File: src/hdl/mar_regs.svh
`ifndef MAR_REGS_SVH
`define MAR_REGS_SVH
`define MAR_NUM_AXES 4
`define MAR_AXIS_W 2
`define MAR_FUNC_W 8
`define MAR_FIFO_DEPTH 16
`define MAR_PKT_W 58
`define MAR_FUNC_READ_POS 8'h10
`define MAR_FUNC_READ_VEL 8'h11
`define MAR_FUNC_READ_STEPS_VEL 8'h12
`define MAR_SERVO_POS_MAX 32'sh3FFFFFFF
`define MAR_SERVO_POS_MIN 32'shC0000000
`define MAR_SERVO_VEL_MAX 16'sh3FFF
`define MAR_SERVO_VEL_MIN 16'shC000
`define MAR_STEP_RATE_MIN 32'h00000001
`define MAR_STEP_RATE_MAX 32'h00100000
`define MAR_RATE_W 21
`define MAR_VEL_INT_HI 31
`define MAR_VEL_INT_LO 16
`endif

File: src/hdl/mar_pkg.sv
package mar_pkg;
    typedef enum logic [1:0] {
        MAR_OP_RELATIVE,
        MAR_OP_ABSOLUTE,
        MAR_OP_VELOCITY
    } mar_op_mode_e;
    typedef enum logic {
        MAR_ST_IDLE,
        MAR_ST_SEND
    } mar_drain_e;
endpackage

File: src/hdl/mar_fifo.sv
`timescale 1ns/100ps
module mar_fifo #(
    parameter int WIDTH = 58,
    parameter int DEPTH = 16
) (
    input wire logic clk,
    input wire logic rst_n,
    input wire logic in_valid,
    output logic in_ready,
    input wire logic [WIDTH-1:0] in_data,
    output logic out_valid,
    input wire logic out_ready,
    output logic [WIDTH-1:0] out_data,
    output logic [$clog2(DEPTH):0] level
);
    localparam int AW = $clog2(DEPTH);
    logic [WIDTH-1:0] mem [DEPTH];
    logic [AW-1:0] wr_ptr;
    logic [AW-1:0] rd_ptr;
    logic [AW:0] count;
    logic [AW-1:0] next_wr_ptr;
    logic [AW-1:0] next_rd_ptr;
    logic [AW:0] next_count;
    logic push;
    logic pop;
    assign in_ready = (count != DEPTH[AW:0]);
    assign out_valid = (count != '0);
    assign out_data = mem[rd_ptr];
    assign level = count;
    assign push = in_valid && in_ready;
    assign pop = out_valid && out_ready;
    always_comb begin
        next_wr_ptr = push ? wr_ptr + 1'b1 : wr_ptr;
        next_rd_ptr = pop ? rd_ptr + 1'b1 : rd_ptr;
        next_count = count;
        if (push && !pop) begin
            next_count = count + 1'b1;
        end else if (pop && !push) begin
            next_count = count - 1'b1;
        end
    end
    always_ff @(posedge clk or negedge rst_n) begin
        if (!rst_n) begin
            wr_ptr <= '0;
            rd_ptr <= '0;
            count <= '0;
        end else begin
            wr_ptr <= next_wr_ptr;
            rd_ptr <= next_rd_ptr;
            count <= next_count;
        end
    end
    // storage has no reset; entries are read only after being written
    always_ff @(posedge clk) begin
        if (push) begin
            mem[wr_ptr] <= in_data;
        end
    end
endmodule

File: src/hdl/mar_readback.sv
// Summary of operation
// position read samples the chosen axis counter in the executing cycle
// sampled position sits in the return buffer until the host reads it
// servo position is 32-bit encoder counts, limited to plus/minus two to thirty
// stepper position is a full-range signed 32-bit step count
// programmed offset and scale are applied to the reported position
// stepper position reads zero in velocity mode
// packet holds function code, axis, two 16-bit words and a data flag
// host asks for one or more packets; only held packets are returned
// host drains the buffer with its retrieval mode two
// stepper velocity is unsigned steps per second, 1 to 1,048,576
// stepper velocity unsigned; direction shown in axis status word
// generated step rate never exceeds the axis maximum programmed one cycle earlier
// servo velocity is signed 16-bit counts per sample, limited range
// servo velocity held 16.16; readback gives integer half only
// servo velocity sign gives direction, positive forward
// packets leave the buffer in completion order
`timescale 1ns/100ps
`include "mar_regs.svh"
module mar_readback
    import mar_pkg::*;
(
    input wire logic clk,
    input wire logic rst_n,
    input wire logic stepper_variant,
    input wire logic [1:0] op_mode,
    input wire logic [4*32-1:0] axis_position,
    input wire logic [4*32-1:0] axis_servo_vel,
    input wire logic [4*32-1:0] axis_step_rate_req,
    input wire logic [4*32-1:0] axis_max_rate,
    input wire logic [3:0] axis_dir_reverse,
    input wire logic [4*32-1:0] pos_offset,
    input wire logic [4*16-1:0] pos_scale,
    input wire logic [3:0] scale_enable,
    input wire logic cmd_valid,
    output logic cmd_ready,
    input wire logic [`MAR_FUNC_W-1:0] function_code,
    input wire logic [`MAR_AXIS_W-1:0] cmd_axis,
    input wire logic drain_start,
    input wire logic [15:0] drain_count,
    output logic drain_busy,
    output logic drain_refused,
    output logic pkt_valid,
    input wire logic pkt_ready,
    output logic [`MAR_FUNC_W-1:0] pkt_function_code,
    output logic [`MAR_AXIS_W-1:0] pkt_axis,
    output logic [15:0] pkt_word_hi,
    output logic [15:0] pkt_word_lo,
    output logic pkt_has_data,
    output logic [4*32-1:0] axis_step_rate,
    output logic [4*16-1:0] axis_status,
    output logic [4:0] buffer_level
);
    logic [`MAR_PKT_W-1:0] fifo_in;
    logic [`MAR_PKT_W-1:0] fifo_out;
    logic fifo_in_valid;
    logic fifo_in_ready;
    logic fifo_out_valid;
    logic fifo_out_ready;
    logic [31:0] payload;
    logic payload_ok;
    mar_drain_e state;
    mar_drain_e next_state;
    logic [15:0] remain;
    logic [15:0] next_remain;
    logic refused;
    logic next_refused;

    function automatic logic [31:0] lane32(input logic [4*32-1:0] v, input logic [1:0] a);
        lane32 = v[a*32 +: 32];
    endfunction

    function automatic logic signed [31:0] sat_pos(input logic signed [63:0] v,
                                                   input logic stepper);
        logic signed [63:0] hi;
        logic signed [63:0] lo;
        hi = stepper ? 64'sh000000007FFFFFFF : 64'(`MAR_SERVO_POS_MAX);
        lo = stepper ? 64'shFFFFFFFF80000000 : 64'(`MAR_SERVO_POS_MIN);
        if (v > hi) begin
            sat_pos = hi[31:0];
        end else if (v < lo) begin
            sat_pos = lo[31:0];
        end else begin
            sat_pos = v[31:0];
        end
    endfunction

    // step generator clamps the requested rate to the axis maximum
    genvar g;
    generate
        for (g = 0; g < `MAR_NUM_AXES; g++) begin : g_axis
            logic [31:0] req;
            logic [31:0] lim;
            logic [31:0] next_rate;
            logic [31:0] rate;
            assign req = axis_step_rate_req[g*32 +: 32];
            assign lim = axis_max_rate[g*32 +: 32];
            always_comb begin
                next_rate = (req > lim) ? lim : req;
            end
            always_ff @(posedge clk or negedge rst_n) begin
                if (!rst_n) begin
                    rate <= '0;
                end else begin
                    rate <= next_rate;
                end
            end
            assign axis_step_rate[g*32 +: 32] = rate;
            // direction lives in the status word, not in the velocity
            assign axis_status[g*16 +: 16] = {15'h0000, axis_dir_reverse[g]};
        end
    endgenerate

    // payload formed in the executing cycle so the live counter is captured there
    always_comb begin
        logic signed [63:0] scaled;
        logic signed [31:0] raw;
        logic signed [31:0] vint;
        logic [31:0] rate;
        scaled = '0;
        raw = '0;
        vint = '0;
        rate = '0;
        payload = '0;
        payload_ok = 1'b0;
        raw = lane32(axis_position, cmd_axis);
        scaled = 64'(raw) + 64'(signed'(lane32(pos_offset, cmd_axis)));
        if (scale_enable[cmd_axis]) begin
            scaled = 64'(raw) * 64'(signed'({1'b0, pos_scale[cmd_axis*16 +: 16]}))
                   + 64'(signed'(lane32(pos_offset, cmd_axis)));
        end
        unique case (function_code)
            `MAR_FUNC_READ_POS: begin
                payload_ok = 1'b1;
                if (stepper_variant && op_mode == MAR_OP_VELOCITY) begin
                    payload = '0;
                end else begin
                    payload = sat_pos(scaled, stepper_variant);
                end
            end
            `MAR_FUNC_READ_VEL: begin
                payload_ok = !stepper_variant;
                // upper half is integer part; sign kept for direction
                // cast before the shift so the arithmetic shift keeps the sign
                vint = signed'(lane32(axis_servo_vel, cmd_axis)) >>>
                       `MAR_VEL_INT_LO;
                if (vint > 32'(`MAR_SERVO_VEL_MAX)) begin
                    vint = 32'(`MAR_SERVO_VEL_MAX);
                end else if (vint < 32'(`MAR_SERVO_VEL_MIN)) begin
                    vint = 32'(`MAR_SERVO_VEL_MIN);
                end
                payload = {16'h0000, vint[15:0]};
            end
            `MAR_FUNC_READ_STEPS_VEL: begin
                payload_ok = stepper_variant;
                rate = lane32(axis_step_rate, cmd_axis);
                if (rate < `MAR_STEP_RATE_MIN) begin
                    rate = `MAR_STEP_RATE_MIN;
                end else if (rate > `MAR_STEP_RATE_MAX) begin
                    rate = `MAR_STEP_RATE_MAX;
                end
                payload = rate;
            end
            default: begin
                payload_ok = 1'b0;
            end
        endcase
    end

    // full buffer stalls the command side rather than dropping a result
    assign cmd_ready = fifo_in_ready;
    assign fifo_in_valid = cmd_valid;
    assign fifo_in = {function_code, cmd_axis, payload_ok,
                      payload_ok ? payload : 32'h00000000, 15'h0000};

    mar_fifo #(
        .WIDTH(`MAR_PKT_W),
        .DEPTH(`MAR_FIFO_DEPTH)
    ) u_fifo (
        .clk(clk),
        .rst_n(rst_n),
        .in_valid(fifo_in_valid),
        .in_ready(fifo_in_ready),
        .in_data(fifo_in),
        .out_valid(fifo_out_valid),
        .out_ready(fifo_out_ready),
        .out_data(fifo_out),
        .level(buffer_level)
    );

    // drain sequencer for the host retrieval request
    always_comb begin
        next_state = state;
        next_remain = remain;
        next_refused = 1'b0;
        unique case (state)
            MAR_ST_IDLE: begin
                if (drain_start) begin
                    if (drain_count == 16'h0000) begin
                        next_refused = 1'b1;
                    end else begin
                        next_state = MAR_ST_SEND;
                        next_remain = drain_count;
                    end
                end
            end
            MAR_ST_SEND: begin
                if (pkt_valid && pkt_ready) begin
                    next_remain = remain - 16'h0001;
                    if (remain == 16'h0001) begin
                        next_state = MAR_ST_IDLE;
                    end
                end else if (!fifo_out_valid) begin
                    next_state = MAR_ST_IDLE;
                    next_remain = 16'h0000;
                end
            end
        endcase
    end

    always_ff @(posedge clk or negedge rst_n) begin
        if (!rst_n) begin
            state <= MAR_ST_IDLE;
            remain <= '0;
            refused <= 1'b0;
        end else begin
            state <= next_state;
            remain <= next_remain;
            refused <= next_refused;
        end
    end

    assign drain_busy = (state == MAR_ST_SEND);
    assign drain_refused = refused;
    assign pkt_valid = drain_busy && fifo_out_valid;
    assign fifo_out_ready = drain_busy && pkt_ready;
    assign pkt_function_code = fifo_out[57:50];
    assign pkt_axis = fifo_out[49:48];
    assign pkt_has_data = fifo_out[47];
    assign pkt_word_hi = fifo_out[46:31];
    assign pkt_word_lo = fifo_out[30:15];
endmodule

File: config.mk
export PLATFORM = sky130hd
export DESIGN_NAME = mar_readback
export DESIGN_NICKNAME = d
export VERILOG_FILES = /design/src/hdl/mar_pkg.sv /design/src/hdl/mar_fifo.sv /design/src/hdl/mar_readback.sv
export VERILOG_INCLUDE_DIRS = /design/src /design/src/hdl
export SDC_FILE = /design/constraint.sdc
export NUM_CORES = 2
export LEC_CHECK = 0
export ABC_AREA = 1
export BUFFER_PORTS_ARGS = -buffer_cell sky130_fd_sc_hd__buf_2
export CAP_MARGIN = 20
export CORE_MARGIN = 4
export CORE_UTILIZATION = 35
export CTS_CLUSTER_DIAMETER = 200
export DETAILED_ROUTE_END_ITERATION = 6
export PLACE_DENSITY = 0.52
export SYNTH_ARGS = -nofsm -noshare
export SYNTH_HDL_FRONTEND = slang
export SYNTH_SLANG_ARGS = --single-unit
File: constraint.sdc
create_clock -name clk -period 8.5 [get_ports clk]
set_input_delay 0.85 -clock clk [delete_from_list [all_inputs] [get_ports clk]]
set_output_delay 0.85 -clock clk [all_outputs]
set_load 0.01 [all_outputs]
==> impl_metrics.env <==
export IMPL_crit_path_frequent_cell="fa_1"
export IMPL_antenna_left=0
export IMPL_start_util_pct=35.2
export IMPL_rsz0062_at_grt="true"
export IMPL_gp_congestion=0.983
export IMPL_h_tree_depth=3
export IMPL_antenna_found_initial=67
export IMPL_grt_overflow=0
export IMPL_die_w_um=437
export IMPL_synthArstFlopShare_pct=18.8
export IMPL_tightest_slew_ps=1310
export IMPL_clk_insertion_delay_late_ps=730
export IMPL_reg2reg_depth=10
export IMPL_drc=2
export IMPL_criticalPathCategory="input port to register"
export IMPL_synth_cell_types=56
export IMPL_rows=157
export IMPL_dpl_hpwl_um=205000
export IMPL_grt_pass1_wl_um=384000
export IMPL_crit_fanout=8
export IMPL_syn2layout_area_growth_pct=25.6
export IMPL_drive_above_1_share_pct=22.3
export IMPL_cts_buffer_depth=3
export IMPL_synthDominantCellAreaShare_pct=32.1
export IMPL_nNetsFinal=10278
export IMPL_tns_ps=0
export IMPL_cts_tree="yes"
export IMPL_dpl_cell_area_sq_um=75700
export IMPL_register_area_sq_um=24600
export IMPL_core_sq_um=183000
export IMPL_multi_input_area_sq_um=34600
export IMPL_drv_slew=0
export IMPL_cp_arrival_ps=8970
export IMPL_post_route_cell_area_sq_um=80800
export IMPL_cts_sinks=847
export IMPL_hp_class="input port to async pin"
export IMPL_min_period_over_period_pct=98.6
export IMPL_cts_made_buffers=89
export IMPL_maxSlewHeadroom_pct=12.4
export IMPL_start_kind="input port"
export IMPL_syn_inst=7393
export IMPL_yosys_top_cells_area="edfxtp_1, fa_1, nand2_1"
export IMPL_pin_count=990
export IMPL_worst_ep_required_time_ps=9090
export IMPL_root_buffer="clkbuf_16"
export IMPL_syn_area_sq_um=64300
export IMPL_critPathLaunch="cmd_axis[0]"
export IMPL_fp_dieH_um=437
export IMPL_drtPass1Iterations=7
export IMPL_fin_crit_ps=8380
export IMPL_synthTopCellsByCount="nand2_1, inv_1, nor2_1"
export IMPL_fmax_mhz=119
export IMPL_end_kind="register"
export IMPL_cts_reportedPaths_clkPinSlew_ps=60
export IMPL_r2r_start="g_axis[1].rate[21]$_DFF_PN0_"
export IMPL_drt_iter0_markers=4815
export IMPL_routed_via_count=57647
export IMPL_reg2reg_to="u_fifo.mem[3][2]$_DFFE_PP_"
export IMPL_vias_per_cell=5.11
export IMPL_wl_per_cell_um=24.0
export IMPL_track_usage_pct=27.2
export IMPL_synth_flop_cell="edfxtp_1"
export IMPL_die_area_sq_um=191000
export IMPL_synth_edf_count=688
export IMPL_drv_cap=0
export IMPL_grt_start_max_net_pins=203
export IMPL_yosysWarnings=0
export IMPL_synth_most_common_cell="nand2_1"
export IMPL_crit_path_max_incr_delay_ps=560
export IMPL_outcome="finished, violations left"
export IMPL_nFillCells=18216
export IMPL_cp_slowest_cell="fa_1"
export IMPL_grt_pass1_vias=56736
export IMPL_violations="DRC"
export IMPL_setup_violations=0
export IMPL_seq_area_frac_synth_pct=38.3
export IMPL_ys_ff_latch=847
export IMPL_synth_avg_cell_area_sq_um=8.70
export IMPL_yosysTopAreaCell="edfxtp_1"
export IMPL_rrSetupSlack_ps=4950
export IMPL_port_buffers=857
export IMPL_finalHoldViolCount=0
export IMPL_fin_worst_skew_ps=73.0
export IMPL_routed_wl_um=271000
-- critical path, delay by kind of cell --
| family | cells | cell delay, ps |
|---|---|---|
| AND/OR/NAND/NOR | 18 | 2060 |
| buffers and inverters | 14 | 1750 |
| adder cells (fa/ha/maj) | 8 | 3760 |
| AO/OA/AOI/OAI | 4 | 380 |
| XOR/XNOR | 1 | 140 |
-- cell type report --
| cell class | count | area share, % |
|---|---|---|
| flip-flops and latches | 847 | 30.5 |
| multi-input cells | 4994 | 42.8 |
| diodes | 42 | 0.130 |
| clock buffers | 113 | 2.91 |
| inverters | 1219 | 5.78 |
| repair buffers | 1558 | 13.3 |
| well taps | 2464 | 3.82 |
| repair inverters | 4 | 0.0728 |
| clock inverters | 51 | 0.671 |
-- cell families after synthesis --
logic type	Yosys count	synth area share, %
flops	847	38.3
compound gates	1171	11.0
other cells	1	0.00583
simple gates	2923	18.3
fa+ha+maj	819	22.1
xor+xnor	19	0.259
buf+inv	1613	10.1
-- state kept, by name (all words and copies together) (netlist names) --
name	cells
drain_busy	1
drain_refused	1
u_fifo.level	5
u_fifo.mem	688
u_fifo.rd_ptr	4
remain	16
u_fifo.wr_ptr	4
g_axis.rate	128
-- per-layer routing --
metal  up-vias  part of all wire [%]  global-route usage (%)
met1     28654                    42                    35.7
met5         -                 0.064                       0
met4        26                   3.2                    7.39
met3       403                   6.6                    4.50
met2      2002                    48                    46.4
li1      26562                     -                       -
-- cells in the final DEF, fill, tap and decap left out, types with 12 or more instances in the layout --
cell type / Yosys / layout
nand2_1: 1788 / 1763
inv_1: 1201 / 1174
buf_2: 56 / 854
edfxtp_1: 688 / 688
nor2_1: 733 / 654
buf_4: 80 / 612
fa_1: 527 / 526
o21ai_0: 474 / 472
a21oi_1: 361 / 333
ha_1: 292 / 275
nand3_1: 238 / 237
dfrtp_1: 159 / 155
clkbuf_16: 0 / 104
nand4_1: 79 / 79
o22ai_1: 62 / 62
conb_1: 1 / 60
buf_12: 0 / 59
a221oi_1: 53 / 53
o221ai_1: 52 / 52
a32oi_1: 61 / 44
nor2_2: 1 / 43
diode_2: 0 / 42
nor2_4: 1 / 38
a32oi_2: 17 / 33
a21oi_4: 0 / 32
nand2_2: 9 / 31
clkinv_1: 11 / 26
a32o_1: 27 / 25
inv_2: 4 / 23
clkbuf_1: 228 / 21
nor3_1: 19 / 19
ha_4: 0 / 17
nand3b_1: 16 / 16
clkinv_2: 0 / 15
nor4_1: 12 / 12
-- what timing repair did --
| action | CTS | global route |
|---|---|---|
| gates cloned | 0 | 21 |
| hold buffers | 0 | 0 |
| gates resized for setup | 25 | 214 |
| setup buffers | 1 | 45 |
| pin swaps | 1 | 61 |
| setup endpoints to repair | 496 | 512 |
-- worst max path at each step --
stage,endpoint,slack [ps],cells past startpoint
finish,u_fifo.mem[6][30]$_DFFE_PP_,120,45
global route,u_fifo.mem[5][11]$_DFFE_PP_,-230,45
CTS,u_fifo.mem[13][26]$_DFFE_PP_,-80,44
detailed placement,u_fifo.mem[14][3]$_DFFE_PP_,-1140,45
global placement,u_fifo.mem[7][11]$_DFFE_PP_,-1110,45
floorplan,u_fifo.mem[0][31]$_DFFE_PP_,9,48
-- metrics by stage --
stage / utilization [%] / setup WS, ps / hold slack (ps) / std cells
final: 44.2 / 117 / 154 / 11292
after global routing: 44.1 / -231 / 193 / 11267
after CTS: 43.1 / -84.6 / 153 / 11181
after detailed placement: 41.4 / -1140 / 513 / 11016
after global placement: 41.4 / -1110 / 508 / 11016
after floorplan: - / 9.39 / 498 / 7452
Power is not shown: default switching activity piles up to over one toggle a cycle in this logic, so the estimate is an artifact.
